`src/pkg/sppr_consts.svh`:
```
// Overview of operation
// - Character is start bit, seven data bits, parity bit, one or more stop bits.
// - Assemble data plus parity into eight bits, check parity, hand over in parallel.
// - Start bit leading edge starts bit timing that shifts bits into a register.
// - Start-of-message code 001 clears receive logic and the latched parity error.
// - Failed parity replaces the character with octal 100 before transfer.
// - End-of-message with no latched error raises reverse channel until printer ready.
// - End-of-message after an error leaves reverse channel alone; error held till next start.
// - Reverse channel stays up at least 200 ms and while printer is busy.
// - After reverse channel drops, end-of-message is ignored another 200 ms.
// - Printer busy alone never raises reverse channel, only prolongs it.
// - Serial rate 110 to 9600 baud set by summing power-of-two intervals.
// - Bit timing reference 0.2 MHz below 600 baud, 1 MHz at 600 and above.
// - Parity even, odd or off; off suppresses marker; marker-only mode always marks.
// - Option chooses whether printer busy affects reverse channel.
// - Option chooses whether buffer high count gates reverse channel.
// - Terminal-ready output: printer selected, always on, or busy of either polarity.
// - Start bit needs the line in space for at least half a bit.
// - Start detection only while modem ready and carrier present.
// - Decode pulses at twice baud, every other one samples mid-bit.
// - Shift register preset to all ones after each transfer.
`ifndef SPPR_CONSTS_SVH
`define SPPR_CONSTS_SVH
`define SPPR_CLK_HZ 100000000
`define SPPR_GUARD_MS 200
`define SPPR_GUARD_CYC (`SPPR_CLK_HZ / 1000 * `SPPR_GUARD_MS)
`define SPPR_OSC_LO_HZ 200000
`define SPPR_OSC_HI_HZ 1000000
`define SPPR_SOM_CODE 7'h01
`define SPPR_EOM_CODE 7'h03
`define SPPR_ERR_CHAR 7'h40
`define SPPR_ALL_ONES 8'hFF
`define SPPR_HALF_UNITS 10'h0DB
`define SPPR_NBITS 4'h9
`define SPPR_MODE_EVEN 3'h0
`define SPPR_MODE_ODD 3'h1
`define SPPR_MODE_OFF 3'h2
`define SPPR_MODE_EVEN_AT 3'h3
`define SPPR_MODE_ODD_AT 3'h4
`define SPPR_DTR_SEL 2'h0
`define SPPR_DTR_ON 2'h1
`define SPPR_DTR_BUSY 2'h2
`define SPPR_DTR_BUSY_N 2'h3
`define SPPR_ADR_CTRL 4'h0
`define SPPR_ADR_STAT 4'h4
`define SPPR_ADR_DATA 4'h8
`endif

```
`src/pkg/sppr_pkg.sv`:
```
package sppr_pkg;
  typedef enum logic [1:0] {SPPR_IDLE, SPPR_START, SPPR_BITS, SPPR_DONE} sppr_rx_t;
  typedef enum logic [1:0] {SPPR_RC_OFF, SPPR_RC_ON, SPPR_RC_GUARD} sppr_rc_t;
  typedef struct packed {
    logic [9:0] half_units;
    logic osc_hi;
    logic [1:0] dtr_mode;
    logic high_count_input_en;
    logic busy_en;
    logic [2:0] par_mode;
  } sppr_cfg_t;
  typedef struct packed {
    logic [7:0] data;
    logic err;
  } sppr_char_t;
endpackage

```
`src/hw/sppr_top.sv`:
```
`timescale 1ns/1ps
`default_nettype none
`include "sppr_consts.svh"
module sppr_top import sppr_pkg::*; #(
  parameter int GUARD_CYC = `SPPR_GUARD_CYC
) (
  input wire logic clk_i,
  input wire logic rst_i,
  input wire logic wb_cyc_i,
  input wire logic wb_stb_i,
  input wire logic wb_we_i,
  input wire logic [3:0] wb_adr_i,
  input wire logic [3:0] wb_sel_i,
  input wire logic [31:0] wb_dat_i,
  output logic [31:0] wb_dat_o,
  output logic wb_ack_o,
  input wire logic rx_data_i,
  input wire logic modem_ready_n_i,
  input wire logic carrier_present_n_i,
  input wire logic prn_busy_i,
  input wire logic prn_select_i,
  input wire logic high_count_input_i,
  output logic [7:0] prn_data_o,
  output logic prn_strobe_o,
  output logic reverse_channel_o,
  output logic term_ready_o
);
  localparam int OSC_LO_DIV = `SPPR_CLK_HZ / `SPPR_OSC_LO_HZ;
  localparam int OSC_HI_DIV = `SPPR_CLK_HZ / `SPPR_OSC_HI_HZ;

  // Two-flop synchronisers; stage one is read only by stage two
  logic [5:0] s1_reg, s2_reg;
  always_ff @(posedge clk_i) begin
    s1_reg <= {rx_data_i, modem_ready_n_i, carrier_present_n_i, prn_busy_i,
      high_count_input_i, prn_select_i};
    s2_reg <= s1_reg;
  end
  logic rxd, rdy_n, car_n, busy, high_count_input, prn_sel;
  assign {rxd, rdy_n, car_n, busy, high_count_input, prn_sel} = s2_reg;

  // Configuration register
  sppr_cfg_t cfg_reg, cfg_next;
  logic [31:0] rd_reg, rd_next;
  logic ack_reg, ack_next;
  sppr_char_t last_reg, last_next;

  // Oscillator tick from the system clock
  logic [8:0] osc_cnt_reg, osc_cnt_next;
  logic osc_tick;
  always_comb begin
    osc_tick = 1'b0;
    osc_cnt_next = osc_cnt_reg + 9'h001;
    // Compare high side so a shorter divide after a rate change wraps at once
    if (osc_cnt_reg >= 9'((cfg_reg.osc_hi ? OSC_HI_DIV : OSC_LO_DIV) - 1)) begin
      osc_cnt_next = 9'h000;
      osc_tick = 1'b1;
    end
  end

  // Receiver
  sppr_rx_t st_reg, st_next;
  logic [9:0] bc_reg, bc_next;
  logic odd_reg, odd_next;
  logic [3:0] nb_reg, nb_next;
  logic [7:0] sh_reg, sh_next;
  logic par_reg, par_next;
  logic perr_reg, perr_next;
  logic [7:0] pd_reg, pd_next;
  logic ps_reg, ps_next;
  logic som_hit, eom_hit;
  logic bad;
  always_comb begin
    st_next = st_reg;
    bc_next = bc_reg;
    odd_next = odd_reg;
    nb_next = nb_reg;
    sh_next = sh_reg;
    par_next = par_reg;
    perr_next = perr_reg;
    pd_next = pd_reg;
    ps_next = 1'b0;
    som_hit = 1'b0;
    eom_hit = 1'b0;
    bad = 1'b0;
    case (st_reg)
      SPPR_IDLE: begin
        bc_next = 10'h000;
        odd_next = 1'b0;
        nb_next = 4'h0;
        if (!rxd && !rdy_n && !car_n) begin
          st_next = SPPR_START;
        end
      end
      SPPR_START, SPPR_BITS: begin
        if (st_reg == SPPR_START && rxd) begin
          st_next = SPPR_IDLE;
        end else if (osc_tick) begin
          // Half-bit decode; every other decode samples
          if (bc_reg == cfg_reg.half_units - 10'h001) begin
            bc_next = 10'h000;
            odd_next = !odd_reg;
            if (!odd_reg) begin
              st_next = SPPR_BITS;
              nb_next = nb_reg + 4'h1;
              if (nb_reg != 4'h0) begin
                sh_next = {rxd, sh_reg[7:1]};
                par_next = par_reg ^ rxd;
              end
              if (nb_reg == `SPPR_NBITS - 4'h1) begin
                st_next = SPPR_DONE;
              end
            end
          end else begin
            bc_next = bc_reg + 10'h001;
          end
        end
      end
      SPPR_DONE: begin
        // A low parity bit keeps us here; only the entry cycle may transfer
        if (odd_reg) begin
          odd_next = 1'b0;
          case (cfg_reg.par_mode)
            `SPPR_MODE_EVEN, `SPPR_MODE_EVEN_AT: bad = par_reg;
            `SPPR_MODE_ODD, `SPPR_MODE_ODD_AT: bad = !par_reg;
            default: bad = 1'b0;
          endcase
          som_hit = sh_reg[6:0] == `SPPR_SOM_CODE;
          eom_hit = sh_reg[6:0] == `SPPR_EOM_CODE && !bad;
          if (som_hit) begin
            perr_next = 1'b0;
          end
          if (bad && cfg_reg.par_mode <= `SPPR_MODE_ODD) begin
            perr_next = 1'b1;
          end
          if (cfg_reg.par_mode >= `SPPR_MODE_EVEN_AT) begin
            pd_next = {1'b0, `SPPR_ERR_CHAR};
          end else if (bad) begin
            pd_next = {1'b0, `SPPR_ERR_CHAR};
          end else begin
            pd_next = sh_reg;
          end
          ps_next = 1'b1;
          sh_next = `SPPR_ALL_ONES;
          par_next = 1'b0;
        end
        if (rxd) begin
          st_next = SPPR_IDLE;
        end
      end
      default: st_next = SPPR_IDLE;
    endcase
  end

  // Reverse channel with 200 ms minimum and guard
  sppr_rc_t rc_reg, rc_next;
  logic [31:0] gt_reg, gt_next;
  logic rc_out_next;
  always_comb begin
    rc_next = rc_reg;
    gt_next = gt_reg;
    case (rc_reg)
      SPPR_RC_OFF: begin
        gt_next = 32'h0;
        if (eom_hit && !perr_reg && !(cfg_reg.high_count_input_en && high_count_input)) begin
          rc_next = SPPR_RC_ON;
        end
      end
      SPPR_RC_ON: begin
        if (gt_reg < 32'(GUARD_CYC - 1)) begin
          gt_next = gt_reg + 32'h1;
        end else if (!(cfg_reg.busy_en && busy) && !(cfg_reg.high_count_input_en && high_count_input)) begin
          rc_next = SPPR_RC_GUARD;
          gt_next = 32'h0;
        end
      end
      SPPR_RC_GUARD: begin
        gt_next = gt_reg + 32'h1;
        if (gt_reg == 32'(GUARD_CYC - 1)) begin
          rc_next = SPPR_RC_OFF;
        end
      end
      default: rc_next = SPPR_RC_OFF;
    endcase
    rc_out_next = rc_next == SPPR_RC_ON;
  end

  // Terminal ready
  logic dtr_next;
  always_comb begin
    case (cfg_reg.dtr_mode)
      `SPPR_DTR_SEL: dtr_next = prn_sel;
      `SPPR_DTR_ON: dtr_next = 1'b1;
      `SPPR_DTR_BUSY: dtr_next = busy;
      default: dtr_next = !busy;
    endcase
  end

  // Wishbone slave, one wait state, ack drops the cycle after
  always_comb begin
    cfg_next = cfg_reg;
    last_next = last_reg;
    if (ps_reg) begin
      last_next = '{data: pd_reg, err: perr_reg};
    end
    ack_next = wb_cyc_i && wb_stb_i && !ack_reg;
    rd_next = 32'h0;
    if (ack_next) begin
      case (wb_adr_i)
        `SPPR_ADR_CTRL: begin
          rd_next = {14'h0, cfg_reg};
          if (wb_we_i && wb_sel_i[0]) begin
            cfg_next = 18'({cfg_reg[17:8], wb_dat_i[7:0]});
          end
          if (wb_we_i && wb_sel_i[1]) begin
            cfg_next[17:8] = {cfg_next[17:16], wb_dat_i[15:8]};
          end
          if (wb_we_i && wb_sel_i[2]) begin
            cfg_next[17:16] = wb_dat_i[17:16];
          end
        end
        `SPPR_ADR_STAT: rd_next = {26'h0, rc_reg, perr_reg, st_reg, reverse_channel_o};
        `SPPR_ADR_DATA: rd_next = {23'h0, last_reg};
        default: rd_next = 32'h0;
      endcase
    end
  end

  always_ff @(posedge clk_i) begin
    if (rst_i) begin
      osc_cnt_reg <= 9'h000;
      st_reg <= SPPR_IDLE;
      bc_reg <= 10'h000;
      odd_reg <= 1'b0;
      nb_reg <= 4'h0;
      sh_reg <= `SPPR_ALL_ONES;
      par_reg <= 1'b0;
      perr_reg <= 1'b0;
      pd_reg <= 8'h00;
      ps_reg <= 1'b0;
      rc_reg <= SPPR_RC_OFF;
      gt_reg <= 32'h0;
      reverse_channel_o <= 1'b0;
      term_ready_o <= 1'b0;
      cfg_reg <= '{par_mode: `SPPR_MODE_EVEN, busy_en: 1'b1, high_count_input_en: 1'b0,
        dtr_mode: `SPPR_DTR_SEL, osc_hi: 1'b1, half_units: `SPPR_HALF_UNITS};
      last_reg <= '0;
      rd_reg <= 32'h0;
      ack_reg <= 1'b0;
    end else begin
      osc_cnt_reg <= osc_cnt_next;
      st_reg <= st_next;
      bc_reg <= bc_next;
      odd_reg <= odd_next;
      nb_reg <= nb_next;
      sh_reg <= sh_next;
      par_reg <= par_next;
      perr_reg <= perr_next;
      pd_reg <= pd_next;
      ps_reg <= ps_next;
      rc_reg <= rc_next;
      gt_reg <= gt_next;
      reverse_channel_o <= rc_out_next;
      term_ready_o <= dtr_next;
      cfg_reg <= cfg_next;
      last_reg <= last_next;
      rd_reg <= rd_next;
      ack_reg <= ack_next;
    end
  end
  assign prn_data_o = pd_reg;
  assign prn_strobe_o = ps_reg;
  assign wb_dat_o = rd_reg;
  assign wb_ack_o = ack_reg;

  // Hold count so the minimum-width check can see it
  logic [31:0] on_cnt;
  always_ff @(posedge clk_i) begin
    if (rst_i || !reverse_channel_o) begin
      on_cnt <= 32'h0;
    end else begin
      on_cnt <= on_cnt + 32'h1;
    end
  end

  a_rc_min_width: assert property (@(posedge clk_i) disable iff (rst_i)
    $fell(reverse_channel_o) |-> $past(on_cnt) >= 32'(GUARD_CYC - 1))
    else $error("reverse channel too short");
  a_busy_no_raise: assert property (@(posedge clk_i) disable iff (rst_i)
    $rose(reverse_channel_o) |-> $past(eom_hit))
    else $error("reverse channel raised without end code");
  a_err_blocks_rc: assert property (@(posedge clk_i) disable iff (rst_i)
    (rc_reg == SPPR_RC_OFF && perr_reg) |=> !reverse_channel_o)
    else $error("reverse channel raised after parity error");
  a_guard_blocks: assert property (@(posedge clk_i) disable iff (rst_i)
    rc_reg == SPPR_RC_GUARD |=> !reverse_channel_o)
    else $error("reverse channel during guard");
  a_som_clears: assert property (@(posedge clk_i) disable iff (rst_i)
    (som_hit && !bad) |=> !perr_reg)
    else $error("start code did not clear error");
  a_err_marker: assert property (@(posedge clk_i) disable iff (rst_i)
    (st_reg == SPPR_DONE && bad) |=> prn_strobe_o && prn_data_o == {1'b0, `SPPR_ERR_CHAR})
    else $error("marker not substituted");
  a_preset_ones: assert property (@(posedge clk_i) disable iff (rst_i)
    prn_strobe_o |-> sh_reg == `SPPR_ALL_ONES)
    else $error("shift register not preset");
  a_start_gated: assert property (@(posedge clk_i) disable iff (rst_i)
    (st_reg == SPPR_IDLE && (rdy_n || car_n)) |=> st_reg == SPPR_IDLE)
    else $error("start accepted without modem ready");
endmodule
`default_nettype wire

```
`config.mk`:
```
export PLATFORM = sky130hd
export DESIGN_NAME = sppr_top
export DESIGN_NICKNAME = d
export VERILOG_FILES = /design/src/pkg/sppr_pkg.sv /design/src/hw/sppr_top.sv
export VERILOG_INCLUDE_DIRS = /design/src /design/src/pkg
export SDC_FILE = /design/constraint.sdc
export NUM_CORES = 1
export LEC_CHECK = 0
export BUFFER_PORTS_ARGS = -buffer_cell sky130_fd_sc_hd__buf_2
export CORE_ASPECT_RATIO = 2
export CORE_MARGIN = 1.5
export CORE_UTILIZATION = 50
export CTS_CLUSTER_SIZE = 16
export DETAILED_ROUTE_END_ITERATION = 10
export PLACE_DENSITY = 0.71
export SLEW_MARGIN = 0
export SYNTH_ARGS = -nofsm -noshare
export SYNTH_HDL_FRONTEND = slang
export SYNTH_SLANG_ARGS = --single-unit
```
`constraint.sdc`:
```
create_clock -name clk_i -period 8.9 [get_ports clk_i]
set_clock_uncertainty 0.2 [all_clocks]
set_input_delay 1.78 -clock clk_i [delete_from_list [all_inputs] [get_ports clk_i]]
set_output_delay 1.78 -clock clk_i [all_outputs]
set_load 0.005 [all_outputs]
```
==> summary by stage <==
Outcome
The run finished with clean final reports.

STA
Setup violations remaining at the end of the flow were counted as 0. The max-slew violation count was 0. The transition at the pin with the smallest max-transition slack is between 1 and 1.5 ns. Setup repair after global routing left no endpoint under its margin.

The routed design could run at a clock period as short as 4.163 ns. The number of hold violations in the final report is 0. The worst slew margin relative to its limit is 20.30%. Adding up every negative setup slack in the final design gives 0 ns.

The highest achievable clock rate is between 0.2 and 0.25 GHz. After layout, the worst setup slack is 4.737 ns. Dividing the final minimum period by the clock period gives 46.77%.

Synth
Synthesis produced a netlist whose cell count is 744. The number of synthesized flops with an enable pin is 0. Sorting the synthesized cells by area gives the leading types as sky130_fd_sc_hd__dfxtp_1, sky130_fd_sc_hd__nor2_1, sky130_fd_sc_hd__mux2i_1. The number of warning messages in the yosys log is 0. Counting flops and latches in the post-synthesis netlist gives between 100 and 150. The share of synthesized registers carrying an async set or reset is 0%. Averaged over all synthesized cells, the footprint is 8.715 um^2. The share of the Yosys chip area taken by registers is 42.92%. The synthesized netlist occupies a cell area of 0.006484 mm^2. Of the post-synthesis cell area, the dominant cell type holds 42.92%. For this run, the leading register cell type out of synthesis is sky130_fd_sc_hd__dfxtp_1. The cell type with the largest total area after synthesis is sky130_fd_sc_hd__dfxtp_1. The number of distinct library cells after synthesis is 65.

Place
The number of port buffers is between 60 and 70. The placed instances occupy a cell area of around 0.0068 mm^2. At the end of routability-driven placement, the weighted congestion stood at between 0.8 and 0.9. The worst-case setup slack after placement is 4.288 ns.

Once detailed placement completed, the half-perimeter wirelength came to 11000 um.

CTS
After clock tree synthesis, the flow added hold-fix buffers numbering 0. In this run, post-CTS repair resized a total of 0 instances. The total number of clock tree sinks is 139.

The post-CTS setup buffer count is 0. The H-tree depth reported by CTS is 4. No sink is reached through more buffers than the 2 on the longest clock path. In this run the clock root is driven by a sky130_fd_sc_hd__clkbuf_16. The TritonCTS clock tree is done. The clock reaches the later pin of the worst-skew pair after roughly 0.42 ns. The clock slew at the register clock pins of the worst setup and hold paths is 0.06 ns. Counting the buffers created by CTS gives 17.

Routing
The first detailed-routing pass took 4 iterations. The via density per instance is 5.571. Once detail routing completed, the nets flagged for antenna violations numbered 0. The final wirelength is 14910 um.

The detail-routed net length per standard cell is 15.55 um. For this run, design rule violations remaining after detail routing come to 0. Summing over every cut layer, the via total after detailed routing is 5343.

The violation count after the first detailed-routing iteration is 265.

Finish
0 antenna diodes ended up in the layout. In the final layout, the share of cells above drive strength 1 is ~14%. The library cells used most frequently in the layout, excluding fill and tap cells, are sky130_fd_sc_hd__dfxtp_1, sky130_fd_sc_hd__nor2_1, sky130_fd_sc_hd__buf_2. The area of all placed cells without fillers is 0.007383 mm^2. The final layout contains 864 nets. The area growth from synthesis to layout is 13.87%. The flip-flop count of the largest register after layout is 32. Leaving out fill and tap cells, the most frequent cell in the layout is sky130_fd_sc_hd__dfxtp_1.

Die
between 90 and 100 I/O pins were placed. The die is 83.52 um wide. The effective utilization at floorplan is 51.35%.

The floorplan step defined a die boundary enclosing 0.01370 mm^2. The height of the chip is 164.0 um. The cell row count is 58. The core region is approximately 0.013 mm^2.

Min path
The class of the tightest hold or removal check is flip-flop to flip-flop.

Setup path
The delay contributed by the slowest stage of the critical path is 1.06 ns. The worst setup path is launched from a primary input. For the worst setup path, the data required time is 8.96 ns. The worst setup path is captured at a flip-flop.

The slowest cell on the critical path is sky130_fd_sc_hd__nand2_1. Of all nets on the critical path, the largest fanout is 48. For the worst setup path, the data arrival time is 4.22 ns. The worst setup path is of the primary input to flip-flop kind.

Walking the worst path, the cells encountered are buf_2, buf_4, clkinv_1, nand2_1, nor2_1.

Pwr
IR analysis of the VDD net gives a maximum drop of 0.1612 mV. The total design power is between 0.001 and 0.0015 W. In this run the power density over the cells is 186.2 mW/mm^2.

The leakage power of the design is between 2 and 3 nW.

Global routing
The via count of the first global-routing pass came to 5300. The first global-routing pass estimated 24780 um of wire. The initial antenna violation count was 0.

Entering global routing, the biggest net connects 49 pins. Across every metal layer, demand over resource in global routing totals 22.45%. For this run the aggregate overflow at the end of global routing stands at 0.

Flow run
The count of maximum capacitance violations is 0.
## path summary, 6_finish.rpt
check	from	to	slack [ns]	cells past startpoint
max	rst_i	gt_reg[1]	4.74	5
min	s1_reg[3]	s2_reg[3]	0.13	0
max reg2reg	gt_reg[17]	gt_reg[18]	5.01	7
min reg2reg	s1_reg[3]	s2_reg[3]	0.13	0
## synth_stat cells (12+ instances only)
cell type,instances
sky130_fd_sc_hd__dfxtp_1,139
sky130_fd_sc_hd__nor2_1,131
sky130_fd_sc_hd__nand2_1,45
sky130_fd_sc_hd__mux2i_1,36
sky130_fd_sc_hd__xnor2_1,31
sky130_fd_sc_hd__nand3_1,29
sky130_fd_sc_hd__clkbuf_1,24
sky130_fd_sc_hd__inv_1,24
sky130_fd_sc_hd__nor3_1,24
sky130_fd_sc_hd__a21oi_1,23
sky130_fd_sc_hd__xor2_1,23
sky130_fd_sc_hd__ha_1,17
sky130_fd_sc_hd__buf_4,15
sky130_fd_sc_hd__nand4_1,15
sky130_fd_sc_hd__and2_1,12
sky130_fd_sc_hd__nor4_1,12
## logic make-up after synthesis
family                   after synthesis  synth area share, %
AO/OA/AOI/OAI                         98                11.02
XOR/XNOR                              54                7.294
adder cells (fa/ha/maj)               17                3.281
buffers and inverters                 72                5.210
flip-flops                           139                42.92
multiplexers                          37                5.789
other                                  1              0.05784
AND/OR/NAND/NOR                      326                24.43
## routing by layer
layer | wire, um | global-route usage (%)
met5 | 0 | 0
met4 | 446 | 9.314
met3 | 546 | 5.226
met2 | 8423 | 44.75
met1 | 5492 | 21.64
## final cells by class
cell class	count	area, um^2
clock buffer	18	439.2
clock inverter	14	126.4
fill	1123	5244
inverter	25	93.84
multi-input combinational	546	3413
sequential	139	2783
tap	150	187.7
timing repair buffer	67	340.3
## critical path, delay by kind of cell
kind | cells | cell delay (ns)
simple gates | 2 | 1.18
buf+inv | 3 | 1.23
## report_power, final
| part | internal [W] | switching (W) | leakage, nW |
|---|---|---|---|
| registers | 0.000630 | 0.00000892 | 1.13 |
| clock network | 0.000375 | 0.000294 | 0.271 |
| logic | 0.0000253 | 0.0000422 | 1.48 |
## per-stage QoR
step / hold slack (ns) / utilization [%] / std cells
finish: 0.1254 / 58.47 / 959
global route: 0.1319 / 58.47 / 959
global placement: 0.1112 / 53.99 / 927
CTS: 0.1270 / 58.47 / 959
floorplan: 0.1096 / - / 757
detailed placement: 0.1121 / 53.99 / 927
(Power assumes the default switching activity.)
